--- config.mk ---
export PLATFORM = sky130hd
export DESIGN_NAME = tmc_mode_wake
export DESIGN_NICKNAME = d
export VERILOG_FILES = /design/src/pkg/tmc_pkg.sv /design/src/hdl/tmc_span_timer.sv /design/src/hdl/tmc_ctrl_reg.sv /design/src/hdl/tmc_mode_wake.sv
export VERILOG_INCLUDE_DIRS = /design/src /design/src/pkg
export SDC_FILE = /design/constraint.sdc
export NUM_CORES = 1
export LEC_CHECK = 0
export ABC_CLOCK_PERIOD_IN_PS = 3300
export BUFFER_PORTS_ARGS = -buffer_cell sky130_fd_sc_hd__buf_2
export CAP_MARGIN = 20
export CORE_AREA = 2 2 148 107
export DETAILED_ROUTE_END_ITERATION = 7
export DIE_AREA = 0 0 150 109
export GPL_TIMING_DRIVEN = 0
export PLACE_DENSITY = 0.85
export SETUP_SLACK_MARGIN = 0.05
export SLEW_MARGIN = 20
export SYNTH_ARGS = -nofsm -noshare
export SYNTH_HDL_FRONTEND = slang
export SYNTH_HIERARCHICAL = 1
export SYNTH_SLANG_ARGS = --single-unit
--- constraint.sdc ---
create_clock -name clk_i -period 3.3 [get_ports clk_i]
set_input_delay 0.165 -clock clk_i [delete_from_list [all_inputs] [get_ports clk_i]]
set_output_delay 0.165 -clock clk_i [all_outputs]
set_load 0.01 [all_outputs]
--- src/pkg/tmc_consts.svh ---
// Constants for the transceiver mode and wake control block
// Operation
// RL1 - Listen-only: transmitter off, receiver and bias on
// RL2 - Normal mode with mode field 11 gives listen-only
// RL3 - Hold listen-only on low transmit or supply dip
// RL4 - Offline grounds bus, watches wake if enabled
// RL5 - Bus activity biases; silence timeout returns offline
// RL6 - Leaving active: offline if silent, else bias
// RL7 - Active drops on supply dip or undervoltage sleep
// RL8 - Off or overtemp to standby enters offline
// RL9 - Wake pattern or supply dip biases offline bus
// RL10 - Off mode or battery undervoltage switch off
// RL11 - Battery recovery outside off mode re-enters offline
// RL12 - Standard wake watch when selective wake unusable
// RL13 - Wake is dominant, recessive, dominant minimum phases
// RL14 - Phases shorter than minimum are ignored
// RL15 - Pattern outside window resets the detector
// RL16 - Receive high until wake, then flag and low
// RL17 - Wake in sleep raises regulator, requests standby
// RL18 - Mode field bits 1:0 encode four modes
// RL19 - Mode 10 battery undervoltage forces off mode
// RL20 - Bit 4 enables selective wake
// RL21 - Bit 5 marks selective configuration valid
// RL22 - Bit 6 enables flexible data rate tolerance
// RL23 - Device modes sleep 001, standby 100, normal 111
// RL24 - Low transmit input holds listen-only
// RL25 - Reserved control bits read zero, ignore writes
`ifndef TMC_CONSTS_SVH
`define TMC_CONSTS_SVH

// ****************************************
// Register map
// ****************************************
`define TMC_ADDR_W 7
`define TMC_CTRL_ADDR 7'h20
`define TMC_CTRL_RESET 8'h00
`define TMC_CTRL_WMASK 8'h73
`define TMC_BIT_SEL_WAKE 4
`define TMC_BIT_CFG_VALID 5
`define TMC_BIT_FD_TOL 6

// ****************************************
// Mode field codes
// ****************************************
`define TMC_CMC_OFFLINE 2'h0
`define TMC_CMC_ACT_UV 2'h1
`define TMC_CMC_ACT_NOUV 2'h2
`define TMC_CMC_LISTEN 2'h3

// ****************************************
// Timing
// ****************************************
`define TMC_CLK_PERIOD_NS 4
`define TMC_WAKE_DOM_MIN_NS 5000
`define TMC_WAKE_REC_MIN_NS 5000
`define TMC_WAKE_WINDOW_US 1000
`define TMC_SILENCE_TIMEOUT_US 1000
`define TMC_DOM_MIN_CYC \
   ((`TMC_WAKE_DOM_MIN_NS + `TMC_CLK_PERIOD_NS - 1) / `TMC_CLK_PERIOD_NS)
`define TMC_REC_MIN_CYC \
   ((`TMC_WAKE_REC_MIN_NS + `TMC_CLK_PERIOD_NS - 1) / `TMC_CLK_PERIOD_NS)
`define TMC_WINDOW_CYC \
   ((`TMC_WAKE_WINDOW_US * 1000) / `TMC_CLK_PERIOD_NS)
`define TMC_SILENCE_CYC \
   ((`TMC_SILENCE_TIMEOUT_US * 1000 + `TMC_CLK_PERIOD_NS - 1) / \
    `TMC_CLK_PERIOD_NS)

`endif

--- src/pkg/tmc_pkg.sv ---
// Types for the transceiver mode and wake control block
package tmc_pkg;

   // Transceiver operating state
   typedef enum logic [2:0] {
      TMC_ST_OFF     = 3'h0,
      TMC_ST_OFFLINE = 3'h1,
      TMC_ST_OFFBIAS = 3'h2,
      TMC_ST_ACTIVE  = 3'h3,
      TMC_ST_LISTEN  = 3'h4
   } tmc_state_t;

   // Device mode codes
   typedef enum logic [2:0] {
      TMC_DM_SLEEP   = 3'h1,
      TMC_DM_STANDBY = 3'h4,
      TMC_DM_NORMAL  = 3'h7
   } tmc_dev_mode_t;

   // Wake pattern detector phases
   typedef enum logic [1:0] {
      TMC_WK_IDLE = 2'h0,
      TMC_WK_DOM1 = 2'h1,
      TMC_WK_REC  = 2'h2
   } tmc_wake_t;

endpackage

--- src/hdl/tmc_span_timer.sv ---
// Saturating run-length counter, flags when a span reaches its limit
`timescale 1ns/1ps
`default_nettype none
module tmc_span_timer #(
   parameter int unsigned LIMIT = 1
) (
   input wire logic clk_i,
   input wire logic reset_n_i,
   input wire logic ce_i,
   input wire logic run_i,
   output logic hit_o
);

   logic [31:0] cnt_q; // Cycles the span has lasted

   // ****************************************
   // Counter
   // ****************************************
   // Clears as soon as the span breaks, saturates at the limit
   always_ff @(posedge clk_i or negedge reset_n_i) begin
      if (!reset_n_i) begin
         cnt_q <= 32'h0;
      end else if (ce_i) begin
         if (!run_i) begin
            cnt_q <= 32'h0;
         end else if (cnt_q < LIMIT) begin
            cnt_q <= cnt_q + 32'h1;
         end
      end
   end

   // Span long enough
   assign hit_o = (cnt_q >= LIMIT);

endmodule
`default_nettype wire

--- src/hdl/tmc_ctrl_reg.sv ---
// Transceiver mode control register on the serial control port
`timescale 1ns/1ps
`default_nettype none
`include "tmc_consts.svh"
module tmc_ctrl_reg
   import tmc_pkg::*;
(
   input wire logic clk_i,
   input wire logic reset_n_i,
   input wire logic ce_i,
   input wire logic reg_wr_i,
   input wire logic reg_rd_i,
   input wire logic [`TMC_ADDR_W-1:0] reg_addr_i,
   input wire logic [7:0] reg_wdata_i,
   output logic [7:0] reg_rdata_o,
   output logic [7:0] ctrl_o
);

   logic [7:0] ctrl_q; // Stored control bits
   logic hit; // Access aimed at this register

   assign hit = (reg_addr_i == `TMC_CTRL_ADDR);
   assign ctrl_o = ctrl_q;

   // ****************************************
   // Write path
   // ****************************************
   // Only defined bits are stored; reserved bits stay zero
   always_ff @(posedge clk_i or negedge reset_n_i) begin
      if (!reset_n_i) begin
         ctrl_q <= `TMC_CTRL_RESET;
      end else if (ce_i && reg_wr_i && hit) begin
         ctrl_q <= reg_wdata_i & `TMC_CTRL_WMASK; // RL25 RL18 RL20 RL21 RL22
      end
   end

   // ****************************************
   // Read path
   // ****************************************
   // Other addresses belong elsewhere and read zero here
   always_ff @(posedge clk_i or negedge reset_n_i) begin
      if (!reset_n_i) begin
         reg_rdata_o <= 8'h00;
      end else if (ce_i && reg_rd_i) begin
         reg_rdata_o <= hit ? ctrl_q : 8'h00; // RL25
      end
   end

endmodule
`default_nettype wire

--- src/hdl/tmc_mode_wake.sv ---
// Transceiver mode sequencing and standard bus wake detection
`timescale 1ns/1ps
`default_nettype none
`include "tmc_consts.svh"
module tmc_mode_wake
   import tmc_pkg::*;
#(
   parameter int unsigned SILENCE_CYC = `TMC_SILENCE_CYC,
   parameter int unsigned WINDOW_CYC = `TMC_WINDOW_CYC
) (
   input wire logic clk_i,
   input wire logic reset_n_i,
   input wire logic ce_i,
   // Serial control port, decoded register access
   input wire logic reg_wr_i,
   input wire logic reg_rd_i,
   input wire logic [`TMC_ADDR_W-1:0] reg_addr_i,
   input wire logic [7:0] reg_wdata_i,
   output logic [7:0] reg_rdata_o,
   // Device and supply status
   input wire logic [2:0] device_mode_select_i,
   input wire logic dev_off_i,
   input wire logic sleep_by_uv_i,
   input wire logic vcc_uv_i,
   input wire logic bat_uv_i,
   input wire logic bat_recovered_i,
   input wire logic bus_wake_enable_i,
   input wire logic wake_flag_clear_i,
   // Controller and bus side
   input wire logic txd_i,
   input wire logic bus_dom_i,
   output logic rxd_o,
   output logic tx_enable_o,
   output logic rx_enable_o,
   output logic bias_mid_o,
   output logic bias_gnd_o,
   output logic xcvr_off_o,
   output logic [2:0] xcvr_state_o,
   output logic bus_silent_o,
   output logic fd_tolerance_o,
   output logic bus_wake_event_flag_o,
   output logic regulator_switch_out_o,
   output logic standby_req_o,
   output logic off_mode_req_o
);

   // ****************************************
   // Declarations
   // ****************************************
   logic [7:0] ctrl; // Control register contents
   logic [1:0] transceiver_mode_select; // Mode field
   logic selective_wake_enable; // Selective wake on
   logic selective_config_valid; // Selective setup valid
   logic normal; // Device in normal mode
   logic bus_dom_q; // Bus level one cycle ago
   logic bus_edge; // Bus changed level
   logic silent; // No edge for the timeout
   logic dom_long; // Dominant run reached minimum
   logic rec_long; // Recessive run reached minimum
   logic wake_arm; // Standard wake watch allowed
   logic wake_hit; // Complete pattern seen this cycle
   logic want_active; // Mode field asks for active
   tmc_state_t state_q; // Transceiver state
   tmc_state_t state_d; // Its next value
   tmc_wake_t wk_q; // Detector phase
   tmc_wake_t wk_d; // Its next value
   logic [31:0] win_q; // Cycles since pattern start
   logic flag_q; // Wake event flag
   logic reg_sw_q; // Regulator switch state

   // ****************************************
   // Control register
   // ****************************************
   tmc_ctrl_reg u_ctrl (
      .clk_i(clk_i),
      .reset_n_i(reset_n_i),
      .ce_i(ce_i),
      .reg_wr_i(reg_wr_i),
      .reg_rd_i(reg_rd_i),
      .reg_addr_i(reg_addr_i),
      .reg_wdata_i(reg_wdata_i),
      .reg_rdata_o(reg_rdata_o),
      .ctrl_o(ctrl)
   );

   // Field split of the control register
   assign transceiver_mode_select = ctrl[1:0]; // RL18
   assign selective_wake_enable = ctrl[`TMC_BIT_SEL_WAKE]; // RL20
   assign selective_config_valid = ctrl[`TMC_BIT_CFG_VALID]; // RL21

   // Mode field only counts while the device is in normal mode
   assign normal = (device_mode_select_i == TMC_DM_NORMAL); // RL23

   // ****************************************
   // Bus activity
   // ****************************************
   // Previous bus level for edge detection
   always_ff @(posedge clk_i or negedge reset_n_i) begin
      if (!reset_n_i) begin
         bus_dom_q <= 1'b0;
      end else if (ce_i) begin
         bus_dom_q <= bus_dom_i;
      end
   end

   assign bus_edge = bus_dom_i ^ bus_dom_q;

   // Silence: no edge for at least the timeout
   tmc_span_timer #(
      .LIMIT(SILENCE_CYC)
   ) u_silence (
      .clk_i(clk_i),
      .reset_n_i(reset_n_i),
      .ce_i(ce_i),
      .run_i(!bus_edge),
      .hit_o(silent)
   );

   // Dominant run length; any recessive cycle restarts it
   tmc_span_timer #(
      .LIMIT(`TMC_DOM_MIN_CYC)
   ) u_dom_run (
      .clk_i(clk_i),
      .reset_n_i(reset_n_i),
      .ce_i(ce_i),
      .run_i(bus_dom_i),
      .hit_o(dom_long)
   );

   // Recessive run length; any dominant cycle restarts it
   tmc_span_timer #(
      .LIMIT(`TMC_REC_MIN_CYC)
   ) u_rec_run (
      .clk_i(clk_i),
      .reset_n_i(reset_n_i),
      .ce_i(ce_i),
      .run_i(!bus_dom_i),
      .hit_o(rec_long)
   );

   // ****************************************
   // Wake pattern detector
   // ****************************************
   // The watch also runs in offline-bias, because the first edge
   // of a pattern already moves the bus bias up
   assign wake_arm = bus_wake_enable_i &&
                     (!selective_wake_enable || !selective_config_valid) &&
                     ((state_q == TMC_ST_OFFLINE) ||
                      (state_q == TMC_ST_OFFBIAS)); // RL12 RL4

   // Phase sequencing
   always_comb begin
      wk_d = wk_q;
      wake_hit = 1'b0;
      if (!wake_arm) begin
         wk_d = TMC_WK_IDLE;
      end else if ((wk_q != TMC_WK_IDLE) && (win_q >= WINDOW_CYC)) begin
         wk_d = TMC_WK_IDLE; // RL15
      end else begin
         case (wk_q)
            TMC_WK_IDLE: begin
               // Short dominant spikes never reach the minimum
               if (dom_long) begin
                  wk_d = TMC_WK_DOM1; // RL13 RL14
               end
            end
            TMC_WK_DOM1: begin
               if (rec_long) begin
                  wk_d = TMC_WK_REC; // RL13 RL14
               end
            end
            TMC_WK_REC: begin
               if (dom_long) begin
                  wk_d = TMC_WK_IDLE;
                  wake_hit = 1'b1; // RL13
               end
            end
            default: begin
               wk_d = TMC_WK_IDLE;
            end
         endcase
      end
   end

   // Phase register
   always_ff @(posedge clk_i or negedge reset_n_i) begin
      if (!reset_n_i) begin
         wk_q <= TMC_WK_IDLE;
      end else if (ce_i) begin
         wk_q <= wk_d;
      end
   end

   // Window timer; starts at the first dominant phase's minimum length,
   // since that much of the phase has already passed when it is recognised
   always_ff @(posedge clk_i or negedge reset_n_i) begin
      if (!reset_n_i) begin
         win_q <= 32'h0;
      end else if (ce_i) begin
         if (wk_d == TMC_WK_IDLE) begin
            win_q <= 32'h0;
         end else if (wk_q == TMC_WK_IDLE) begin
            win_q <= 32'(`TMC_DOM_MIN_CYC); // RL15
         end else if (win_q < WINDOW_CYC) begin
            win_q <= win_q + 32'h1;
         end
      end
   end

   // ****************************************
   // Wake event flag and regulator switch
   // ****************************************
   // A new wake beats a clear in the same cycle
   always_ff @(posedge clk_i or negedge reset_n_i) begin
      if (!reset_n_i) begin
         flag_q <= 1'b0;
      end else if (ce_i) begin
         if (wake_hit) begin
            flag_q <= 1'b1; // RL16
         end else if (wake_flag_clear_i) begin
            flag_q <= 1'b0;
         end
      end
   end

   // Regulator turned on by a wake out of sleep, held until cleared
   always_ff @(posedge clk_i or negedge reset_n_i) begin
      if (!reset_n_i) begin
         reg_sw_q <= 1'b0;
      end else if (ce_i) begin
         if (wake_hit && (device_mode_select_i == TMC_DM_SLEEP)) begin
            reg_sw_q <= 1'b1; // RL17
         end else if (wake_flag_clear_i) begin
            reg_sw_q <= 1'b0;
         end
      end
   end

   // ****************************************
   // Transceiver state machine
   // ****************************************
   // Active asked for: mode 01 with good supply, or mode 10
   assign want_active = normal &&
      (((transceiver_mode_select == `TMC_CMC_ACT_UV) && !vcc_uv_i) ||
       (transceiver_mode_select == `TMC_CMC_ACT_NOUV)); // RL18

   // Next state; off conditions override everything
   always_comb begin
      state_d = state_q;
      if (dev_off_i || bat_uv_i) begin
         state_d = TMC_ST_OFF; // RL10
      end else begin
         case (state_q)
            TMC_ST_OFF: begin
               // Covers the off/overtemp to standby step as well
               if (bat_recovered_i) begin
                  state_d = TMC_ST_OFFLINE; // RL11 RL8
               end
            end
            TMC_ST_OFFLINE: begin
               if (normal && (transceiver_mode_select ==
                   `TMC_CMC_LISTEN)) begin
                  state_d = TMC_ST_LISTEN; // RL2
               end else if (want_active) begin
                  // Stuck-low transmit must never drive the bus
                  state_d = txd_i ? TMC_ST_ACTIVE : TMC_ST_LISTEN; // RL24
               end else if (wake_hit || bus_edge) begin
                  state_d = TMC_ST_OFFBIAS; // RL5 RL9
               end else if (normal && vcc_uv_i &&
                  (transceiver_mode_select == `TMC_CMC_ACT_UV)) begin
                  state_d = TMC_ST_OFFBIAS; // RL9
               end
            end
            TMC_ST_OFFBIAS: begin
               if (normal && (transceiver_mode_select ==
                   `TMC_CMC_LISTEN)) begin
                  state_d = TMC_ST_LISTEN; // RL2
               end else if (want_active) begin
                  state_d = txd_i ? TMC_ST_ACTIVE : TMC_ST_LISTEN; // RL24
               end else if (silent && !bus_edge && !(normal && vcc_uv_i &&
                  (transceiver_mode_select == `TMC_CMC_ACT_UV))) begin
                  state_d = TMC_ST_OFFLINE; // RL5
               end
            end
            TMC_ST_ACTIVE: begin
               if (normal && (transceiver_mode_select ==
                   `TMC_CMC_LISTEN)) begin
                  state_d = TMC_ST_LISTEN; // RL2
               end else if (want_active) begin
                  state_d = txd_i ? TMC_ST_ACTIVE : TMC_ST_LISTEN; // RL24
               end else begin
                  // Supply dip, sleep by undervoltage, standby, mode 00
                  state_d = silent ? TMC_ST_OFFLINE
                                   : TMC_ST_OFFBIAS; // RL6 RL7
               end
            end
            TMC_ST_LISTEN: begin
               if (normal && (transceiver_mode_select ==
                   `TMC_CMC_LISTEN)) begin
                  state_d = TMC_ST_LISTEN; // RL2
               end else if (normal && (!txd_i || (vcc_uv_i &&
                  (transceiver_mode_select == `TMC_CMC_ACT_UV)))) begin
                  state_d = TMC_ST_LISTEN; // RL3
               end else if (want_active) begin
                  state_d = TMC_ST_ACTIVE;
               end else begin
                  state_d = silent ? TMC_ST_OFFLINE
                                   : TMC_ST_OFFBIAS; // RL6
               end
            end
            default: begin
               state_d = TMC_ST_OFF;
            end
         endcase
      end
   end

   // State register; power-up starts switched off
   always_ff @(posedge clk_i or negedge reset_n_i) begin
      if (!reset_n_i) begin
         state_q <= TMC_ST_OFF;
      end else if (ce_i) begin
         state_q <= state_d;
      end
   end

   // ****************************************
   // Registered outputs
   // ****************************************
   // Bus drive and bias follow the state one cycle later; the lag
   // keeps every pin glitch free at the cost of 4 ns
   always_ff @(posedge clk_i or negedge reset_n_i) begin
      if (!reset_n_i) begin
         tx_enable_o <= 1'b0;
         rx_enable_o <= 1'b0;
         bias_mid_o <= 1'b0;
         bias_gnd_o <= 1'b0;
         xcvr_off_o <= 1'b1;
         xcvr_state_o <= 3'h0;
      end else if (ce_i) begin
         // Only active may drive; listen-only stays hands off
         tx_enable_o <= (state_q == TMC_ST_ACTIVE); // RL1
         rx_enable_o <= (state_q != TMC_ST_OFF); // RL1
         bias_mid_o <= (state_q == TMC_ST_ACTIVE) ||
                       (state_q == TMC_ST_LISTEN) ||
                       (state_q == TMC_ST_OFFBIAS); // RL1 RL5
         bias_gnd_o <= (state_q == TMC_ST_OFFLINE); // RL4
         xcvr_off_o <= (state_q == TMC_ST_OFF); // RL10
         xcvr_state_o <= state_q;
      end
   end

   // Receive pin: bus stream when communicating, else wake status
   always_ff @(posedge clk_i or negedge reset_n_i) begin
      if (!reset_n_i) begin
         rxd_o <= 1'b1;
      end else if (ce_i) begin
         if ((state_q == TMC_ST_ACTIVE) || (state_q == TMC_ST_LISTEN)) begin
            rxd_o <= !bus_dom_q;
         end else begin
            rxd_o <= !(flag_q || wake_hit); // RL16
         end
      end
   end

   // Status, event and request outputs
   always_ff @(posedge clk_i or negedge reset_n_i) begin
      if (!reset_n_i) begin
         bus_silent_o <= 1'b0;
         fd_tolerance_o <= 1'b0;
         bus_wake_event_flag_o <= 1'b0;
         regulator_switch_out_o <= 1'b0;
         standby_req_o <= 1'b0;
         off_mode_req_o <= 1'b0;
      end else if (ce_i) begin
         bus_silent_o <= silent;
         fd_tolerance_o <= ctrl[`TMC_BIT_FD_TOL]; // RL22
         bus_wake_event_flag_o <= flag_q || wake_hit; // RL16
         regulator_switch_out_o <= reg_sw_q || (wake_hit &&
            (device_mode_select_i == TMC_DM_SLEEP)); // RL17
         standby_req_o <= wake_hit &&
            (device_mode_select_i == TMC_DM_SLEEP); // RL17
         off_mode_req_o <= normal && bat_uv_i &&
            (transceiver_mode_select == `TMC_CMC_ACT_NOUV); // RL19
      end
   end

endmodule
`default_nettype wire

## Word level (Yosys, flattened, before mapping)

Index checks and enable logic that the tools add are counted.

| storage, ports and cells | value |
|---|---|
| memory bits (read-only) | 0 |
| bits in latches | 0 |
| output and inout port bits | 23 |
| memory bits (writable) | 0 |
| memories | 0 |
| word-level logic and storage cells | 147 |
| flip-flop bits (word level) | 164 |

| operators by class | value |
|---|---|
| order comparisons | 8 |
| bitwise operators | 1 |
| reductions and logical operators | 53 |
| mux-type cells | 41 |
| shift operators | 0 |
| multiply operators | 0 |
| divide/modulo/power cells | 0 |
| equality and inequality tests | 16 |
| add/sub/neg operators | 4 |

Operators with widths:

| kind | number |
|---|---|
| $mux W32 | 9 |
| $add A32 B1 Y32 const B | 4 |
| $ge A32 B11 Y1 const B | 2 |
| $ge A32 B18 Y1 const B | 2 |
| $lt A32 B11 Y1 const B | 2 |
| $lt A32 B18 Y1 const B | 2 |
| $mux W3 | 14 |
| $logic_and A1 B1 Y1 | 18 |
| $pmux W3 S5 | 1 |
| $mux W2 | 7 |
| $reduce_and A2 Y1 | 6 |
| $logic_or A1 B1 Y1 | 10 |
| $reduce_bool A2 Y1 | 5 |
| $logic_not A1 Y1 | 8 |
| $mux W1 | 8 |
| $eq A7 B6 Y1 const B | 1 |
| $mux W7 | 1 |
| $eq A2 B2 Y1 const B | 3 |
| $eq A3 B1 Y1 const B | 2 |
| $eq A3 B2 Y1 const B | 2 |
| $eq A3 B3 Y1 const B | 2 |
| $ne A6 B6 Y1 const B | 1 |
| $pmux W2 S3 | 1 |
| $reduce_bool A3 Y1 | 2 |
| 8 further kinds | 10 |

## Longest topological paths before layout

Gate-level depths: netlist of run 1.

| logic depth | value |
|---|---|
| depth in word-level cells | 11 |
| depth in mapped cells | 11 |
| depth with buffers taken out | 9 |

## Hierarchy

The synthesis of run 1 kept the hierarchy.

By module, submodules not included:

| module | instances | seq. area each (µm²) | area an instance (µm²) | cells each |
|---|---|---|---|---|
| tmc_mode_wake | 1 | 1378.8 | 2941.6 | 292 |
| tmc_span_timer at u_dom_run ... | 2 | 800.8 | 1442.6 | 136 |
| tmc_span_timer at u_silence | 1 | 800.8 | 1769.2 | 174 |
| tmc_ctrl_reg | 1 | 250.2 | 474.2 | 44 |

## Worst setup path before layout of run 1

OpenSTA, ideal clock, no wires.

| timing | value |
|---|---|
| kind | register to register |
| from | reg u_dom_run.cnt_q[14] |
| to | reg win_q[15] |
| arrival time | 3005 ps |
| stages on the path, launching flop included | 12 |
| buffers on the path | 2 |
| setup slack | 199 ps |
| clock period less this slack | 3101 ps |
| required time | 3204 ps |
| cells stage by stage | dfrtp_1 -> or4_4 -> or4_4 -> a211oi_2 -> buf_2 -> nand2_1 -> nor3b_1 -> o2111ai_1 -> a211oi_2 -> nor2_1 -> buf_2 -> nor4_2 |

| between the ends | value |
|---|---|
| cells in the longest elaborated chain, start to end | 8 |
| elaborated cells on any way between the ends | 10 |

Ends and longest elaborated chain:

| what | RTL line | RTL |
|---|---|---|
| start, declared | tmc_span_timer.sv:14 | `logic [31:0] cnt_q;` |
| start signal, assigned | tmc_span_timer.sv:27 | `cnt_q <= cnt_q + 32'h1;` |
| $ge A32 B11 Y1 (*) | tmc_span_timer.sv:33 | `assign hit_o = (cnt_q >= LIMIT);` |
| via dom_long | tmc_mode_wake.sv:58 | `logic dom_long;` |
| $mux W2 (on tied branches) | tmc_mode_wake.sv:173, tmc_mode_wake.sv:163 |  |
| $pmux W2 S3 (*) | tmc_mode_wake.sv:160 | `case (wk_q)` |
| $mux W2 (*) | tmc_mode_wake.sv:157 | `end else if ((wk_q != TMC_WK_IDLE) && (win_q >= WINDOW_CYC)) begin` |
| $mux W2 (*) | tmc_mode_wake.sv:155 | `if (!wake_arm) begin` |
| $logic_not A2 Y1 (*) | tmc_mode_wake.sv:200 | `if (wk_d == TMC_WK_IDLE) begin` |
| $reduce_bool A3 Y1 (no source line) | - |  |
| $reduce_and A2 Y1 (no source line) | - |  |
| end signal, assigned | tmc_mode_wake.sv:203 | `` win_q <= 32'(`TMC_DOM_MIN_CYC); `` |
| end signal, assigned | tmc_mode_wake.sv:205 | `win_q <= win_q + 32'h1;` |
| end, declared | tmc_mode_wake.sv:67 | `logic [31:0] win_q;` |

The timed path passes the listed nets; every way through them passes the cells marked *.
A chain may end at the register's enable or synchronous reset.

## Worst setup path in the final report of run 1

| timing | value |
|---|---|
| from | reg u_dom_run.cnt_q[9] |
| to | reg win_q[15] |

The elaborated chain is that of the path after synthesis.

==> results.json, run 1 <==
{
  "crit_fanout": 10,
  "route.detailed.drc": 0,
  "clock-sinks": 161,
  "port_buffers": 47,
  "finalMaxSlewViolations": 0,
  "cts_buffer_depth": 2,
  "worstReg2RegStart": "u_dom_run/cnt_q[9]",
  "max-cap-violations": 0,
  "grt_pass1_wl_um": 32020,
  "fp.dieH_um": 109,
  "path_class": "reg -> reg",
  "pwr_density_cell_nw_per_um2": 482.5,
  "syn_inst": 779,
  "antenna_left": 0,
  "crit_path_start_kind": "register",
  "hold_start": "bat_uv_i",
  "grt_overflow": 0,
  "final.min_clock_period_ns": 3.145,
  "clock_skew_ns": 0.009150,
  "root_buffer": "clkbuf_16",
  "yosysWarnings": 6,
  "fin_cells": 1077,
  "detail_route.vias_per_cell": 6.012,
  "fin_crit_sh_pct": 95.30,
  "critical_path.startpoint": "u_dom_run/cnt_q[9]",
  "avgSynthCellArea_sq_um": 10.33,
  "vias": 6475,
  "gp_congestion": 0.8679,
  "r2r_cells": 11,
  "synth_area_sq_um": 8048,
  "drtIter0Drc": 698,
  "htreeDepth": 4,
  "setup_violations": 0,
  "wl_um": 18900,
  "fill_cells": 1150,
  "status": "completed",
  "drive_above_1_share_pct": 19.84,
  "die_w_um": 150,
  "max-slew-margin-rel_pct": 38.81,
  "fp.dieArea_sq_um": 16350,
  "fin_nets": 904,
  "dp_hpwl_um": 12320,
  "grt_usage_pct": 24.88,
  "tritoncts": "built",
  "hold_slack_ns": 0.05536,
  "min_path_cells": 3,
  "leakage_nw": 4.461,
  "min-delay-path-class": "in -> reg",
  "placed_cells": 1029,
  "area_delta_synth_final_pct": 16.32,
  "firstDrtPassIters": 5,
  "wl_per_cell_um": 17.55,
  "antenna_found_initial": 0,
  "vdd_ir_drop_max_mv": 0.3464,
  "clkTransAtPathRegs_ns": 0.07,
  "timing.fmax_mhz": 318.0,
  "rows": 38,
  "grt_pass1_vias": 6167,
  "rsz0062_at_grt": "no",
  "required_ns": 3.64,
  "finalHoldViolations": 0,
  "grt_max_degree": 89,
  "clock_latency_ns": 0.43,
  "numCtsBuffers": 17,
  "worstMarginPinSlew_ns": 0.9108,
  "core-area_sq_um": 15020,
  "cp_data_arrival_time_ns": 3.48,
  "ios": 55,
  "initial_core_util_pct": 53.56,
  "crit_path_end_kind": "register",
  "n_antenna_cell": 0
}
## final timing paths
check,end,slack [ns]
worst max-delay path,win_q[15],0.16
worst min-delay path,off_mode_req_o,0.06
worst max register to register,win_q[15],0.16
worst min register to register,u_ctrl/reg_rdata_o[5],0.48
max in group asynchronous,rxd_o,2.19
min in group asynchronous,u_rec_run/cnt_q[18],0.28
## cell usage in the layout (no fill, tap or decap), types with 5 or more instances in the layout
master	n
or2_2	6
ha_1	8
a31o_1	5
buf_4	13
nor4_1	17
buf_2	53
dfrtp_1	157
a21oi_1	22
nand3_1	34
and3_1	21
a22oi_1	7
nand2_1	73
o22ai_1	5
o21ai_0	17
clkbuf_1	20
mux2_2	13
nor2b_1	5
inv_6	7
nor3_1	15
inv_1	21
a211o_1	10
nor4_4	8
nand4b_1	7
a31oi_1	10
clkbuf_16	17
o211ai_1	12
or4_4	5
and2_1	73
nor2_1	55
a22o_1	5
xnor2_1	5
dlygate4sd3_1	6
nand4_1	19
nand2b_1	12
## routing by layer
layer	up-vias	part of all wire [%]	global-route usage, %	routed length, um
li1	3002	-	-	-
met1	3145	45	36.83	8584
met2	292	46	37.87	8736
met3	36	7.0	4.728	1327
met4	0	1.3	6.536	248
met5	-	0	0	0
## layout make-up
class / count / area [sq um] / share of cell area, %
well taps: 200 / 250.2 / 2.673
clock buffers: 17 / 425.4 / 4.544
plain buffers: 35 / 178.9 / 1.911
flip-flops and latches: 161 / 4034 / 43.09
repair buffers: 64 / 411.6 / 4.397
multi-input cells: 561 / 3810 / 40.70
inverters: 24 / 90.09 / 0.9623
clock inverters: 15 / 161.4 / 1.724
## where the power goes
| part | internal [W] | leakage [nW] | total (W) | switching (W) |
|---|---|---|---|---|
| clock | 0.00108 | 0.288 | 0.00198 | 0.000906 |
| sequential | 0.00204 | 2.21 | 0.00212 | 0.0000809 |
| combinational | 0.000158 | 1.96 | 0.000412 | 0.000255 |
## state kept, by name (all words and copies together), names as in the netlist, 2 cells and up
register            cells
state_q                 3
u_ctrl/ctrl_o           5
u_ctrl/reg_rdata_o      5
u_dom_run/cnt_q        32
u_rec_run/cnt_q        32
u_silence/cnt_q        32
win_q                  32
wk_q                    2
xcvr_state_o            3
## critical path, cell delays in order, from the launching register on
cell	delay [ns]
dfrtp_2	0.43
or4_4	0.54
or3_4	0.37
a211oi_4	0.27
buf_6	0.15
nand2_2	0.07
nor3b_2	0.22
o2111ai_2	0.20
a211oi_4	0.28
nor2_1	0.12
buf_6	0.16
nor4_4	0.25
## stage by stage
stage          total power [W]  area [sq um]  setup TNS, ns  util, %  setup slack (ns)
2_1_floorplan         0.002381          8055              0        -            0.1990
3_5_place_dp          0.002545          8578         -3.967    57.10           -0.3254
6_report              0.004517          9361              0    62.31            0.1551
3_3_place_gp          0.002523          8541         -49.33    56.85           -0.3080
5_1_grt               0.004703          9361              0    62.31           0.06174
4_1_cts               0.004538          9274              0    61.73           0.05949
## what timing repair did
| item | in CTS | in global routing |
|---|---|---|
| hold buffers | 6 | 0 |
| endpoints found under the setup margin | 28 | 24 |
| pin swaps | 2 | 5 |
| endpoints found under the hold margin | 77 | 0 |
| buffers inserted | 2 | 8 |
| gates resized for setup | 7 | 9 |
(Power assumes the default switching activity.)
==> inputs of run 2 (changes only) <==
CORE_AREA = 2 2 145 104   (was 2 2 148 107)
DIE_AREA = 0 0 147 106   (was 0 0 150 109)
SLEW_MARGIN = 5   (was 20)
SYNTH_HIERARCHICAL = unset   (was 1)
==> results.json, run 2 <==
{
  "port_buffers": 47,
  "final_common_cell": "dfrtp_1",
  "wl_per_cell_um": 16.85,
  "antenna_left": 0,
  "tritoncts": "built",
  "hold_slack_ns": 0.03426,
  "fin_cells": 1035,
  "synth_edf_count": 0,
  "die_w_um": 147,
  "grt-busiest-layer": "met1",
  "yosys.area.top_type": "dfrtp_1",
  "yosysWarnings": 0,
  "detail_route.vias_per_cell": 5.879,
  "r2r_cells": 6,
  "clock_skew_ns": 0.01202,
  "fin_crit_sh_pct": 78.22,
  "drtIter0Drc": 577,
  "hold_start": "wake_flag_clear_i",
  "fin_util_pct": 61.59,
  "ys_seq_area_share_pct": 52.53,
  "cts_buffer_depth": 2,
  "vdd_ir_drop_max_mv": 0.3415,
  "crit_fanout": 9,
  "min-delay-path-class": "in -> reg",
  "synth_area_sq_um": 7675,
  "r2r_slack_ns": 0.72,
  "area_delta_synth_final_pct": 15.16,
  "drive_above_1_share_pct": 14.18,
  "syn_inst": 751,
  "met3_usage_pct": 4.764,
  "final.min_clock_period_ns": 2.581,
  "dp_slack_ns": 0.7829,
  "synth_area_leaders": "dfrtp_1 (52%), and2_1 (3.8%), nor2_1 (3.7%), nand2_1 (2.5%), o21ai_0 (2.1%)",
  "rsz0062_at_grt": "no",
  "core-area_sq_um": 14350,
  "crit_path_start_kind": "register",
  "required_ns": 3.56,
  "ios": 55,
  "path_class": "reg -> reg",
  "ys_top_cells_by_count": "dfrtp_1 (159), nor2_1 (76), nand2_1 (52)",
  "rows": 37,
  "numCtsBuffers": 17,
  "fin_nets": 866,
  "r2r-end": "win_q[7]",
  "grt_max_degree": 92,
  "pwr_density_cell_nw_per_um2": 502.7,
  "ys_types": 76,
  "synth-async-reset-ratio_pct": 100.0,
  "antenna_found_initial": 1,
  "grt_pass1_vias": 5980,
  "ys_ff_latch": 161,
  "timing.fmax_mhz": 387.4,
  "route.detailed.drc": 0,
  "finalSetupTns_ns": 0,
  "final_cell_mix": "dfrtp_1 (159), nor2_1 (76), nand2_1 (52)",
  "final.setup.worst_slack_ns": 0.7187,
  "gp_congestion": 0.8980,
  "grt_usage_pct": 23.72,
  "clock_latency_ns": 0.42,
  "min_path_cells": 4,
  "crit_path_end_kind": "register",
  "grt_overflow": 0,
  "synth_most_common_cell": "dfrtp_1",
  "clock-sinks": 161,
  "met1_usage_pct": 36.12,
  "setup_violations": 0,
  "firstDrtPassIters": 5,
  "avgSynthCellArea_sq_um": 10.22,
  "post_cts_buffers": 0,
  "status": "completed",
  "finalHoldViolations": 0,
  "dp_hpwl_um": 11760,
  "leakage_nw": 3.967,
  "initial_core_util_pct": 53.48,
  "worstMarginPinSlew_ns": 0.8349,
  "max-cap-violations": 0,
  "grt_pass1_wl_um": 29650,
  "finalMaxSlewViolations": 0,
  "vias": 6085,
  "cp_data_arrival_time_ns": 2.84,
  "met2_usage_pct": 34.21,
  "ys.flop_type": "dfrtp_1",
  "clkTransAtPathRegs_ns": 0.07,
  "htreeDepth": 4,
  "hold_end": "reg_sw_q",
  "worstReg2RegStart": "u_dom_run.cnt_q[17]",
  "fp.dieArea_sq_um": 15580,
  "synth_top_area_share_pct": 51.84,
  "root_buffer": "clkbuf_16",
  "fp.dieH_um": 106,
  "fill_cells": 1138,
  "max-slew-margin-rel_pct": 43.91,
  "placed_cells": 996,
  "wl_um": 17440
}
## run 2: report_power, final
group | internal [W] | switching (W)
sequential | 0.00204 | 0.0000766
combinational | 0.000148 | 0.000265
clock | 0.00110 | 0.000817
total | 0.00328 | 0.00116
## run 2: layout make-up
cell class / count / area [sq um] / area share (%)
flip-flops and latches: 161 / 4031 / 45.61
multi-input cells: 534 / 3410 / 38.58
clock buffers: 21 / 470.5 / 5.323
repair buffers: 54 / 332.8 / 3.766
well taps: 195 / 244.0 / 2.760
plain buffers: 32 / 143.9 / 1.628
clock inverters: 11 / 106.4 / 1.203
inverters: 26 / 97.59 / 1.104
diodes: 1 / 2.502 / 0.02831
## run 2: how the worst max path moves through the flow
stage | startpoint | end | cells past startpoint
3_3_place_gp | reset_n_i | u_silence.cnt_q[27] | 1
6_report | u_dom_run.cnt_q[17] | win_q[7] | 6
2_1_floorplan | win_q[13] | state_q[0] | 6
5_1_grt | u_rec_run.cnt_q[28] | u_rec_run.cnt_q[23] | 7
4_1_cts | u_dom_run.cnt_q[4] | win_q[7] | 7
3_5_place_dp | u_dom_run.cnt_q[4] | win_q[5] | 7
## run 2: kinds of logic after synthesis
family | count (synthesis) | synth area share [%]
compound gates | 138 | 13.48
flops | 161 | 52.53
other cells | 1 | 0.04886
fa+ha+maj | 8 | 1.304
xor+xnor | 24 | 2.739
mux | 15 | 2.152
simple gates | 346 | 24.60
buf+inv | 58 | 3.146
## run 2: layer usage
metal	vias to the layer above	part of all wire [%]
met5	-	0
met4	0	0.91
met3	19	7.0
met2	235	44
met1	2976	49
li1	2855	-
## run 2: through the flow
step | power, W | instance area (sq um)
floorplan | 0.002375 | 7682
CTS | 0.004453 | 8836
finish | 0.004443 | 8838
detailed placement | 0.002544 | 8199
global placement | 0.002521 | 8162
global route | 0.004599 | 8836
## run 2: what timing repair did
action | in CTS | in global routing
resized for setup | 0 | 0
endpoints found under the hold margin | 73 | 0
hold buffers | 6 | 0
## run 2: worst max-delay path: stages (launching register included)
cell and delay (ns):
dfrtp_1 0.38, nor4_1 0.34, nand4_1 0.26, a311oi_4 0.59, a2111oi_4 0.17, nor4_2 0.58, a311oi_1 0.11
